### src/verilog/rpg_map.svh
// Register offsets, field positions, reset values and timing for the record path
`ifndef RPG_MAP_SVH
`define RPG_MAP_SVH

`define RPG_MIC_CTRL_OFS     8'h00
`define RPG_INAMP_CTRL_OFS   8'h04
`define RPG_ADC_CTRL_OFS     8'h08
`define RPG_ADC_GAIN_OFS     8'h0C
`define RPG_GAIN_STATUS_OFS  8'h10
`define RPG_HPF_CTRL_OFS     8'h14

`define RPG_MIC_MODE_LSB     0
`define RPG_MIC_EN_BIT       3
`define RPG_MIC_MUTE_BIT     4
`define RPG_MIC_GAIN_LSB     5
`define RPG_IA_GAIN_LSB      0
`define RPG_IA_EN_BIT        4
`define RPG_IA_MUTE_BIT      5
`define RPG_IA_ZC_BIT        6
`define RPG_IA_RAMP_BIT      7
`define RPG_ADC_EN_BIT       0
`define RPG_ADC_MUTE_BIT     1
`define RPG_ADC_RAMP_BIT     2
`define RPG_ADC_RATE_LSB     3
`define RPG_ADC_SR_LSB       8
`define RPG_ST_IA_LSB        8
`define RPG_ST_PEND_BIT      12
`define RPG_HPF_EN_BIT       0
`define RPG_HPF_AUDIO_LSB    1
`define RPG_HPF_VOICE_BIT    3
`define RPG_HPF_VCORNER_LSB  4

`define RPG_MIC_CTRL_RST     16'h0020
`define RPG_INAMP_CTRL_RST   16'h0003
`define RPG_ADC_CTRL_RST     16'h0B00
`define RPG_ADC_GAIN_RST     16'h006F
`define RPG_HPF_CTRL_RST     16'h0001

`define RPG_DGAIN_ZERO_DB    7'h6F
`define RPG_IA_GAIN_ZERO_DB  4'h3

`define RPG_ZC_TIMEOUT_MS    100
`define RPG_CLK_MHZ          250

`endif

### src/verilog/rpg_pkg.sv
// Types shared by the record path control block
package rpg_pkg;
  typedef enum logic [2:0] {
    RPG_MIC_HEADSET     = 3'h0,
    RPG_MIC_FULL_DIFF   = 3'h1,
    RPG_MIC_PSEUDO_DIFF = 3'h2,
    RPG_MIC_SE_POS      = 3'h3,
    RPG_MIC_SE_NEG      = 3'h4
  } rpg_mic_mode_e;

  typedef enum logic [2:0] {
    RPG_IA_IDLE = 3'b001,
    RPG_IA_WAIT = 3'b010,
    RPG_IA_RAMP = 3'b100
  } rpg_ia_state_e;

  typedef logic [23:0] rpg_sample_t;
endpackage

### src/verilog/rpg_record_path.sv
// Mono record path control: mic and input amp, ADC gain, high-pass filter
// Function
// Preamp offers headset, differential, pseudo, single-ended modes
// Preamp enable bit powers it; mute silences
// Preamp gain code -6 to +36 dB
// Input amplifier on only when enable written one
// Input amp gain -4.5 to +18 dB, 1.5 dB
// Zero-cross update waits, forced after 100 ms
// Ramp walks every code; overrides zero-cross
// Input amplifier silent while its mute set
// Modulator clock picked by sample-rate family
// 24-bit samples at programmed 8 to 96 kHz
// ADC converts only while enabled
// Digital gain -83.25 to +12 dB, 0.75 dB
// Active digital gain readable in status register
// ADC mute; digital gain ramps at chosen rate
// DC high-pass on after reset, bypassable
// Audio corner code doubles corner per step
// Voice mode needs voice and filter enable
// Corner scales with the sample rate
// Plain gain write applies on next sample
//
// Implementation choices: the Wishbone interface to the registers and the address map.
`timescale 1ns/100ps
`include "rpg_map.svh"

module rpg_record_path #(
  parameter int unsigned ZC_TIMEOUT_CYCLES = `RPG_ZC_TIMEOUT_MS * `RPG_CLK_MHZ * 1000
) (
  input  wire logic                   CLK_SYS,
  input  wire logic                   RESET,
  input  wire logic                   CYC_I,
  input  wire logic                   STB_I,
  input  wire logic                   WE_I,
  input  wire logic [7:0]             ADR_I,
  input  wire logic [3:0]             SEL_I,
  input  wire logic [31:0]            DAT_I,
  output logic      [31:0]            DAT_O,
  output logic                        ACK_O,
  input  wire rpg_pkg::rpg_sample_t   ADC_DATA,
  input  wire logic                   ADC_VALID,
  output rpg_pkg::rpg_sample_t        OUT_DATA,
  output logic                        OUT_VALID,
  output rpg_pkg::rpg_mic_mode_e      MIC_MODE,
  output logic                        MIC_AMP_EN,
  output logic                        MIC_AMP_MUTE,
  output logic      [2:0]             MIC_GAIN,
  output logic                        IN_AMP_EN,
  output logic                        IN_AMP_MUTE,
  output logic      [3:0]             IN_AMP_GAIN,
  output logic                        ADC_EN,
  output logic      [3:0]             ADC_RATE,
  output logic                        MOD_CLK_44K1
);
  import rpg_pkg::*;

  localparam int ZC_CNT_W = $clog2(ZC_TIMEOUT_CYCLES + 1);

  logic [15:0]         mic_q, ia_q, adc_q, dgain_q, hpf_q;
  logic                ack_q;
  logic [31:0]         rdata_q;
  logic [15:0]         rd_d;
  logic                wb_req, wr_en;
  logic [3:0]          ia_cur_q;
  rpg_ia_state_e       ia_st_q;
  logic [ZC_CNT_W-1:0] zc_cnt_q;
  logic                prev_sign_q;
  logic [6:0]          dg_cur_q;
  logic [2:0]          dg_div_q;
  rpg_sample_t         g_data_q;
  logic                g_valid_q;
  logic signed [25:0]  x_prev_q, y_prev_q;
  rpg_sample_t         out_q;
  logic                out_valid_q;

  // Field views
  logic [3:0] ia_tgt;
  logic       ia_zc_on, ia_ramp_on, adc_en, adc_mute, adc_ramp, hpf_en, voice_on;
  logic [1:0] ramp_rate, audio_corner;
  logic [2:0] voice_corner;
  logic [6:0] dg_tgt;
  logic       smp, zero_cross;
  logic [15:0] mic_m, ia_m;

  assign ia_tgt       = ia_q[`RPG_IA_GAIN_LSB +: 4];
  assign ia_zc_on     = ia_q[`RPG_IA_ZC_BIT];
  assign ia_ramp_on   = ia_q[`RPG_IA_RAMP_BIT];
  assign adc_en       = adc_q[`RPG_ADC_EN_BIT];
  assign adc_mute     = adc_q[`RPG_ADC_MUTE_BIT];
  assign adc_ramp     = adc_q[`RPG_ADC_RAMP_BIT];
  assign ramp_rate    = adc_q[`RPG_ADC_RATE_LSB +: 2];
  assign dg_tgt       = dgain_q[6:0];
  assign hpf_en       = hpf_q[`RPG_HPF_EN_BIT];
  assign audio_corner = hpf_q[`RPG_HPF_AUDIO_LSB +: 2];
  assign voice_on     = hpf_q[`RPG_HPF_VOICE_BIT] & hpf_en;
  assign voice_corner = hpf_q[`RPG_HPF_VCORNER_LSB +: 3];
  assign mic_m        = merge(mic_q, DAT_I, SEL_I);
  assign ia_m         = merge(ia_q, DAT_I, SEL_I);

  // Byte-lane merge shared by every writable register
  function automatic logic [15:0] merge(input logic [15:0] old, input logic [31:0] dat,
                                        input logic [3:0] sel);
    merge = {sel[1] ? dat[15:8] : old[15:8], sel[0] ? dat[7:0] : old[7:0]};
  endfunction

  // Fractional part of a 0.75 dB step, Q15 over 2^(k/8)
  function automatic logic [16:0] step_mant(input logic [2:0] k);
    case (k)
      3'h0:    step_mant = 17'h08000;
      3'h1:    step_mant = 17'h08B96;
      3'h2:    step_mant = 17'h09838;
      3'h3:    step_mant = 17'h0A5FF;
      3'h4:    step_mant = 17'h0B505;
      3'h5:    step_mant = 17'h0C567;
      3'h6:    step_mant = 17'h0D745;
      default: step_mant = 17'h0EAC1;
    endcase
  endfunction

  // Feedback coefficient, 2*pi*fc/fs in Q16; fixed fraction of fs so corners track rate
  function automatic logic [16:0] hpf_coef(input logic voice, input logic [1:0] ac,
                                           input logic [2:0] vc);
    if (!voice) begin
      case (ac)
        2'h0:    hpf_coef = 17'h00011;
        2'h1:    hpf_coef = 17'h00022;
        2'h2:    hpf_coef = 17'h00045;
        default: hpf_coef = 17'h00089;
      endcase
    end else begin
      case (vc)
        3'h0:    hpf_coef = 17'h00080;
        3'h1:    hpf_coef = 17'h00506;
        3'h2:    hpf_coef = 17'h00A0D;
        3'h3:    hpf_coef = 17'h0141B;
        3'h4:    hpf_coef = 17'h01E28;
        3'h5:    hpf_coef = 17'h02836;
        3'h6:    hpf_coef = 17'h03C51;
        default: hpf_coef = 17'h0506C;
      endcase
    end
  endfunction

  function automatic rpg_sample_t sat24(input logic signed [40:0] v);
    if (v > 41'sh000007FFFFF) sat24 = 24'h7FFFFF;
    else if (v < -41'sh00000800000) sat24 = 24'h800000;
    else sat24 = v[23:0];
  endfunction

  // Wishbone slave: one wait state, ack for one cycle
  assign wb_req = CYC_I & STB_I;
  assign wr_en  = wb_req & WE_I & ~ack_q;

  always_ff @(posedge CLK_SYS or posedge RESET) begin
    if (RESET) begin
      ack_q <= 1'b0;
    end else begin
      ack_q <= wb_req & ~ack_q;
    end
  end

  always_comb begin
    rd_d = 16'h0000;
    case (ADR_I)
      `RPG_MIC_CTRL_OFS:    rd_d = mic_q;
      `RPG_INAMP_CTRL_OFS:  rd_d = ia_q;
      `RPG_ADC_CTRL_OFS:    rd_d = adc_q;
      `RPG_ADC_GAIN_OFS:    rd_d = dgain_q;
      `RPG_GAIN_STATUS_OFS: begin
        rd_d[6:0]                   = dg_cur_q;
        rd_d[`RPG_ST_IA_LSB +: 4]   = ia_cur_q;
        rd_d[`RPG_ST_PEND_BIT]      = (ia_st_q != RPG_IA_IDLE) || (ia_cur_q != ia_tgt);
      end
      `RPG_HPF_CTRL_OFS:    rd_d = hpf_q;
      default:              rd_d = 16'h0000;
    endcase
  end

  always_ff @(posedge CLK_SYS or posedge RESET) begin
    if (RESET) begin
      rdata_q <= 32'h00000000;
    end else if (wb_req & ~ack_q) begin
      rdata_q <= {16'h0000, rd_d};
    end
  end

  // Control registers; unmapped writes are dropped
  always_ff @(posedge CLK_SYS or posedge RESET) begin
    if (RESET) begin
      mic_q   <= `RPG_MIC_CTRL_RST;
      ia_q    <= `RPG_INAMP_CTRL_RST;
      adc_q   <= `RPG_ADC_CTRL_RST;
      dgain_q <= `RPG_ADC_GAIN_RST;
      hpf_q   <= `RPG_HPF_CTRL_RST;
    end else if (wr_en) begin
      case (ADR_I)
        `RPG_MIC_CTRL_OFS: begin
          // Undefined mode codes keep the previous mode; enable, mute and gain still update
          mic_q <= (mic_m[2:0] > 3'h4) ? {8'h00, mic_m[7:3], mic_q[2:0]}
                                        : {8'h00, mic_m[7:0]};
        end
        `RPG_INAMP_CTRL_OFS: ia_q    <= {8'h00, ia_m[7:0]};
        `RPG_ADC_CTRL_OFS:   adc_q   <= merge(adc_q, DAT_I, SEL_I) & 16'h0F1F;
        `RPG_ADC_GAIN_OFS:   dgain_q <= merge(dgain_q, DAT_I, SEL_I) & 16'h007F;
        `RPG_HPF_CTRL_OFS:   hpf_q   <= merge(hpf_q, DAT_I, SEL_I) & 16'h007F;
        default: ;
      endcase
    end
  end

  // Analog front-end controls
  assign MIC_MODE     = rpg_mic_mode_e'(mic_q[`RPG_MIC_MODE_LSB +: 3]);
  assign MIC_AMP_EN   = mic_q[`RPG_MIC_EN_BIT];
  assign MIC_AMP_MUTE = mic_q[`RPG_MIC_MUTE_BIT];
  assign MIC_GAIN     = mic_q[`RPG_MIC_GAIN_LSB +: 3];
  assign IN_AMP_EN    = ia_q[`RPG_IA_EN_BIT];
  assign IN_AMP_MUTE  = ia_q[`RPG_IA_MUTE_BIT];
  assign IN_AMP_GAIN  = ia_cur_q;
  assign ADC_EN       = adc_en;
  assign ADC_RATE     = adc_q[`RPG_ADC_SR_LSB +: 4];
  // 44.1 kHz family codes share 2'b10 in the low bits
  assign MOD_CLK_44K1 = (adc_q[`RPG_ADC_SR_LSB +: 2] == 2'h2);

  // Sample strobe and zero crossing on the raw converter stream
  assign smp        = ADC_VALID & adc_en;
  assign zero_cross = smp & (ADC_DATA[23] != prev_sign_q);

  always_ff @(posedge CLK_SYS or posedge RESET) begin
    if (RESET) begin
      prev_sign_q <= 1'b0;
    end else if (smp) begin
      prev_sign_q <= ADC_DATA[23];
    end
  end

  // Input amplifier gain update sequencer
  always_ff @(posedge CLK_SYS or posedge RESET) begin
    if (RESET) begin
      ia_st_q  <= RPG_IA_IDLE;
      ia_cur_q <= `RPG_IA_GAIN_ZERO_DB;
      zc_cnt_q <= '0;
    end else begin
      unique case (ia_st_q)
        RPG_IA_IDLE: begin
          zc_cnt_q <= '0;
          if (ia_cur_q != ia_tgt) begin
            if (ia_ramp_on) begin
              ia_st_q <= RPG_IA_RAMP;
            end else if (ia_zc_on) begin
              ia_st_q <= RPG_IA_WAIT;
            end else if (smp) begin
              ia_cur_q <= ia_tgt;
            end
          end
        end
        RPG_IA_WAIT: begin
          zc_cnt_q <= zc_cnt_q + 1'b1;
          if (ia_ramp_on) begin
            ia_st_q <= RPG_IA_RAMP;
          end else if (ia_cur_q == ia_tgt || !ia_zc_on) begin
            ia_st_q <= RPG_IA_IDLE;
          end else if (zero_cross || zc_cnt_q >= ZC_CNT_W'(ZC_TIMEOUT_CYCLES - 1)) begin
            ia_cur_q <= ia_tgt;
            ia_st_q  <= RPG_IA_IDLE;
          end
        end
        RPG_IA_RAMP: begin
          if (ia_cur_q == ia_tgt || !ia_ramp_on) begin
            ia_st_q <= RPG_IA_IDLE;
          end else if (smp) begin
            ia_cur_q <= (ia_tgt > ia_cur_q) ? ia_cur_q + 4'h1 : ia_cur_q - 4'h1;
          end
        end
        default: ia_st_q <= RPG_IA_IDLE;
      endcase
    end
  end

  // Digital gain tracking: 1, 2, 4 or 8 samples per 0.75 dB step
  always_ff @(posedge CLK_SYS or posedge RESET) begin
    if (RESET) begin
      dg_cur_q <= `RPG_DGAIN_ZERO_DB;
      dg_div_q <= 3'h0;
    end else if (!adc_ramp) begin
      dg_cur_q <= dg_tgt;
      dg_div_q <= 3'h0;
    end else if (smp && dg_cur_q != dg_tgt) begin
      if (dg_div_q >= 3'((4'h1 << ramp_rate) - 4'h1)) begin
        dg_div_q <= 3'h0;
        dg_cur_q <= (dg_tgt > dg_cur_q) ? dg_cur_q + 7'h01 : dg_cur_q - 7'h01;
      end else begin
        dg_div_q <= dg_div_q + 3'h1;
      end
    end
  end

  // Gain stage: code+1 = 8*octave + step, unity at octave 14
  logic [7:0]         g_e;
  logic [4:0]         g_sh;
  logic signed [40:0] g_prod;

  assign g_e    = {1'b0, dg_cur_q} + 8'h01;
  assign g_sh   = 5'h1D - g_e[7:3];
  assign g_prod = $signed(ADC_DATA) * $signed({1'b0, step_mant(g_e[2:0])});

  always_ff @(posedge CLK_SYS or posedge RESET) begin
    if (RESET) begin
      g_data_q  <= 24'h000000;
      g_valid_q <= 1'b0;
    end else begin
      g_valid_q <= smp;
      if (smp) begin
        g_data_q <= adc_mute ? 24'h000000 : sat24(g_prod >>> g_sh);
      end
    end
  end

  // First-order DC blocker: y = x - x1 + y1 - c*y1
  logic signed [25:0] h_x;
  logic signed [42:0] h_fb;
  logic signed [40:0] h_y;

  assign h_x  = 26'($signed(g_data_q));
  assign h_fb = y_prev_q * $signed({1'b0, hpf_coef(voice_on, audio_corner, voice_corner)});
  assign h_y  = 41'(h_x - x_prev_q + y_prev_q) - 41'(h_fb >>> 16);

  always_ff @(posedge CLK_SYS or posedge RESET) begin
    if (RESET) begin
      x_prev_q <= 26'sh0000000;
      y_prev_q <= 26'sh0000000;
    end else if (!hpf_en || !adc_en) begin
      // Clearing history avoids a step when the filter is re-enabled
      x_prev_q <= 26'sh0000000;
      y_prev_q <= 26'sh0000000;
    end else if (g_valid_q) begin
      x_prev_q <= h_x;
      y_prev_q <= 26'($signed(sat24(h_y)));
    end
  end

  always_ff @(posedge CLK_SYS or posedge RESET) begin
    if (RESET) begin
      out_q       <= 24'h000000;
      out_valid_q <= 1'b0;
    end else begin
      out_valid_q <= g_valid_q & adc_en;
      if (g_valid_q) begin
        out_q <= hpf_en ? sat24(h_y) : g_data_q;
      end
    end
  end

  assign OUT_DATA  = out_q;
  assign OUT_VALID = out_valid_q;
  assign DAT_O     = rdata_q;
  assign ACK_O     = ack_q;

endmodule

### config.mk
export PLATFORM = sky130hd
export DESIGN_NAME = rpg_record_path
export DESIGN_NICKNAME = d
export VERILOG_FILES = /design/src/verilog/rpg_pkg.sv /design/src/verilog/rpg_record_path.sv
export VERILOG_INCLUDE_DIRS = /design/src /design/src/verilog
export SDC_FILE = /design/constraint.sdc
export NUM_CORES = 2
export LEC_CHECK = 0
export BUFFER_PORTS_ARGS = -buffer_cell sky130_fd_sc_hd__buf_2
export CORE_MARGIN = 2
export CORE_UTILIZATION = 28
export CTS_CLUSTER_SIZE = 24
export DETAILED_ROUTE_END_ITERATION = 7
export PLACE_DENSITY_LB_ADDON = 0.05
export SLEW_MARGIN = 20
export SYNTH_ARGS = -nofsm -noshare
export SYNTH_HDL_FRONTEND = slang
export SYNTH_SLANG_ARGS = --single-unit
### constraint.sdc
create_clock -name CLK_SYS -period 10.06 [get_ports CLK_SYS]
set_input_delay 1.006 -clock CLK_SYS [delete_from_list [all_inputs] [get_ports CLK_SYS]]
set_output_delay 1.006 -clock CLK_SYS [all_outputs]
set_load 0.03 [all_outputs]
==> Flow_metrics.wiki <==
{| class="wikitable"
! Metric !! Value
|-
| Sink of the worst hold path || DAT_O[3]$_DFFE_PP0P_
|-
| Element type at the critical path start || flop
|-
| Later-pin clock latency in the skew report || 480 ps
|-
| Hold Startpoint || DAT_O[3]$_DFFE_PP0P_
|-
| Overall routing resource usage || 0.198
|-
| Start-to-end type of the worst setup path || reg -> reg
|-
| Number of global-route vias before repair || 37975
|-
| CTS H-tree depth || 4
|-
| Critical path peak fanout || 8
|-
| Critical path arrival || 11380 ps
|-
| Run status || complete, but fails checks
|-
| Die area || 158000 um^2
|-
| Setup total negative slack || -39130 ps
|-
| Largest net degree at the start of global routing || 79
|-
| Clock input transition at the sequential cells of the worst setup and hold paths || 80 ps
|-
| Setup ws final || -918 ps
|-
| # Max-Cap Violations || 0
|-
| Type of the tightest min-delay check || reg -> reg
|-
| Tightest Pin Transition || 1000 ps
|-
| Iteration-0 DRC Markers || 1765
|-
| Wire length of the first global-routing pass || 239000 um
|-
| Die height || 397 um
|-
| Cell area after synthesis || 43300 um^2
|-
| Main flop type after synthesis || sky130_fd_sc_hd__dfrtp_1
|-
| Post-synthesis to final-layout area growth || 18.0%
|-
| Number of max-slew violations in the final report || 0
|-
| Die Span X || about 400 um
|-
| Antenna violations before repair || 3
|-
| Crit path largest cell delay || 560 ps
|-
| DR pass1 iterations || 5
|-
| FP Rows || 144
|-
| TritonCTS clock tree || yes
|-
| Proportion of synthesized flip-flops having asynchronous set or reset || 1.00
|-
| Number of distinct library cells after synthesis || 118
|-
| Peak supply drop || approximately 0.24 mV
|-
| Number of enable-type register cells in the synthesized netlist || 0
|-
| Initial core utilization || 0.282
|-
| Top area cells in the synthesized netlist || sky130_fd_sc_hd__fa_1, sky130_fd_sc_hd__dfrtp_1, sky130_fd_sc_hd__inv_1, sky130_fd_sc_hd__ha_1, sky130_fd_sc_hd__nand2_1
|-
| Unrepaired setup endpoints after global routing || yes
|-
| Detailed placement HPWL || 129000 um
|-
| Area share of the largest cell type after synthesis || 0.363
|-
| Most area-hungry cell type in the Yosys netlist || sky130_fd_sc_hd__fa_1
|-
| Total congestion overflow || 0
|-
| # clock sinks || 194
|-
| Most frequent standard cell in the layout excluding fill and tap cells || sky130_fd_sc_hd__inv_1
|-
| Post-detailed-routing wire length || 152000 um
|-
| Remaining antenna violation count after routing || 0
|-
| P per Cell Area || 248 nW/um^2
|-
| Number of vias in the routed layout || approximately 34000
|-
| Fill cell instance count of the final layout || 16323
|-
| Highest-delay cell along the critical path || sky130_fd_sc_hd__dfstp_2
|-
| Post-synthesis sequential area ratio || 0.113
|-
| Highest Clock Rate || 0.0911 GHz
|-
| Slew headroom || 0.329
|-
| Avg Vias per Cell || about 4.7
|-
| Post-route minimum period || roughly 11000 ps
|-
| Number of cells on the worst hold path || 2
|-
| Floorplan core area || around 150000 um^2
|-
| Total of buffers placed on input and output ports || 110
|-
| Yosys reg bits || 194
|-
| CP most frequent cell || sky130_fd_sc_hd__fa_1
|-
| Fin crit share || 1.09
|-
| Most used cells in the layout excluding fill and tap cells || sky130_fd_sc_hd__inv_1, sky130_fd_sc_hd__fa_1, sky130_fd_sc_hd__nand2_1
|-
| Worst R2R Setup Slack || -920 ps
|-
| Fin util || 0.332
|-
| Instance count of the mapped netlist || 4926
|-
| Total number of nets in the final design || roughly 6400
|-
| R2R cell count || 49
|-
| Leakage power || around 25 nW
|-
| Final hold violation count || 0
|-
| Remaining DRCs || 0
|-
| Number of hold-repair buffers added at the cts stage || 0
|-
| Post-synthesis area per instance || 8.78 um^2
|-
| Layout Skew || 16.4 ps
|-
| R2R Path Start || hpf_q[0]$_DFFE_PP1P_
|-
| Setup violators final || 48
|-
| Violations in the final reports || negative setup slack
|-
| Clock Tree Buf Depth || 2
|-
| Buffer type at the clock tree root || sky130_fd_sc_hd__clkbuf_16
|-
| Number of warnings printed during yosys synthesis || 0
|-
| Post-DR wirelength/cell || between 20 and 25 um
|-
| Reg-to-Reg End || y_prev_q[22]$_DFFE_PP0P_
|-
| Number of primary I/O pins || 152
|-
| Layout cells sized above 1 || 0.178
|-
| Number of buffers added by the clock tree synthesis step || 17
|-
| Final GP Congestion || 0.838
|-
| Crit. End Element || flop
|-
| Required time of the critical path || 10460 ps
|}
## registers in the layout, indices dropped and copies added, names as in the netlist, 9 cells and up
name and flops:
OUT_DATA 24, DAT_O 13, adc_q 9, y_prev_q 24, x_prev_q 24, g_data_q 24
zc_cnt_q 25
## report_power, final
group	leakage [nW]	switching [mW]	internal, mW	total (mW)
Sequential	2.55	0.0749	0.816	0.890
Combinational	21.8	6.68	4.40	11.1
Clock	0.247	0.343	0.325	0.667
## per-stage QoR
step	power, mW	hold WS (ps)	cell area [um^2]	cells	setup WS, ps
floorplan	7.77	456	43600	4944	-540
global placement	11.5	464	49300	7306	-1230
detailed placement	11.4	469	49300	7306	-1280
CTS	12.5	488	50700	7376	-979
global route	13.8	511	51100	7390	-1410
finish	12.6	482	51100	7391	-918
## worst max path at each step
stage	endpoint	slack [ps]	start
after CTS	y_prev_q[18]$_DFFE_PP0P_	-980	hpf_q[0]$_DFFE_PP1P_
after global placement	y_prev_q[5]$_DFFE_PP0P_	-1230	hpf_q[5]$_DFFE_PP0P_
after detailed placement	y_prev_q[18]$_DFFE_PP0P_	-1280	hpf_q[5]$_DFFE_PP0P_
after floorplan	OUT_DATA[17]$_DFFE_PP0P_	-540	hpf_q[0]$_DFFE_PP1P_
after global routing	y_prev_q[22]$_DFFE_PP0P_	-1410	hpf_q[5]$_DFFE_PP0P_
final	y_prev_q[22]$_DFFE_PP0P_	-920	hpf_q[0]$_DFFE_PP1P_
## cell type report
type	instances	area (um^2)	area share
inverter	1030	3880	0.0760
multi-input combinational	3468	34300	0.673
clock buffer	21	450	0.00882
timing repair buffer	623	4850	0.0951
sequential	194	4890	0.0957
tap	2044	2560	0.0501
antenna	1	2.50	0.0000490
clock inverter	10	78.8	0.00154
## logic make-up (layout without fill, tap and decap cells)
group                      after synthesis  in the layout  synth area share
DFF                                    194            194             0.113
buffers and inverters                 1284           1684             0.115
xor gates and xnor gates               101            101            0.0212
muxes                                  130            130            0.0345
AOI/OAI and AO/OA                      753            753             0.121
other                                    1             20         0.0000867
adders and majority gates             1037           1037             0.436
and+or+nand+nor                       1426           1428             0.160
## what timing repair did
| item | 4_1_cts | 5_1_grt |
|---|---|---|
| gates resized for setup | 98 | 62 |
| gates cloned | 8 | 0 |
| setup endpoints to repair | 48 | 71 |
| setup buffers | 32 | 16 |
| pin swaps | 39 | 22 |
## worst max-delay path, delay by kind of cell (launching register included)
| kind | cells | cell delay, ps |
|---|---|---|
| fa+ha+maj | 10 | 4430 |
| compound gates | 16 | 3110 |
| simple gates | 11 | 1680 |
| buf+inv | 10 | 890 |
| flops | 1 | 560 |
| xor+xnor | 2 | 200 |
## cell usage after synthesis (all sizes together), types with 9 or more instances
cell / number
nor4: 15
clkbuf: 189
xor2: 47
a21boi: 11
o32a: 15
a21o: 46
dfstp: 22
dfrtp: 172
or2: 22
a211oi: 42
fa: 784
nand4: 30
o211ai: 49
a221oi: 11
o21bai: 9
and2: 257
o21a: 27
nor3: 57
nand3: 59
inv: 1028
buf: 65
ha: 252
a211o: 10
o221ai: 15
or3: 17
nand2: 578
o31ai: 18
xnor2: 53
o21ai: 165
a21oi: 176
a31oi: 26
mux2i: 75
nor2b: 74
nor2: 220
mux2: 46
and3: 39
mux4: 9
a2111oi: 14
o22ai: 22
nand2b: 22
## routing by layer
layer	track usage	routed length (um)
met1	0.273	71900
met2	0.352	76600
met3	0.00786	2010
met4	0.0219	1320
met5	0	0
Note: power is estimated with default switching activity, not from simulation.
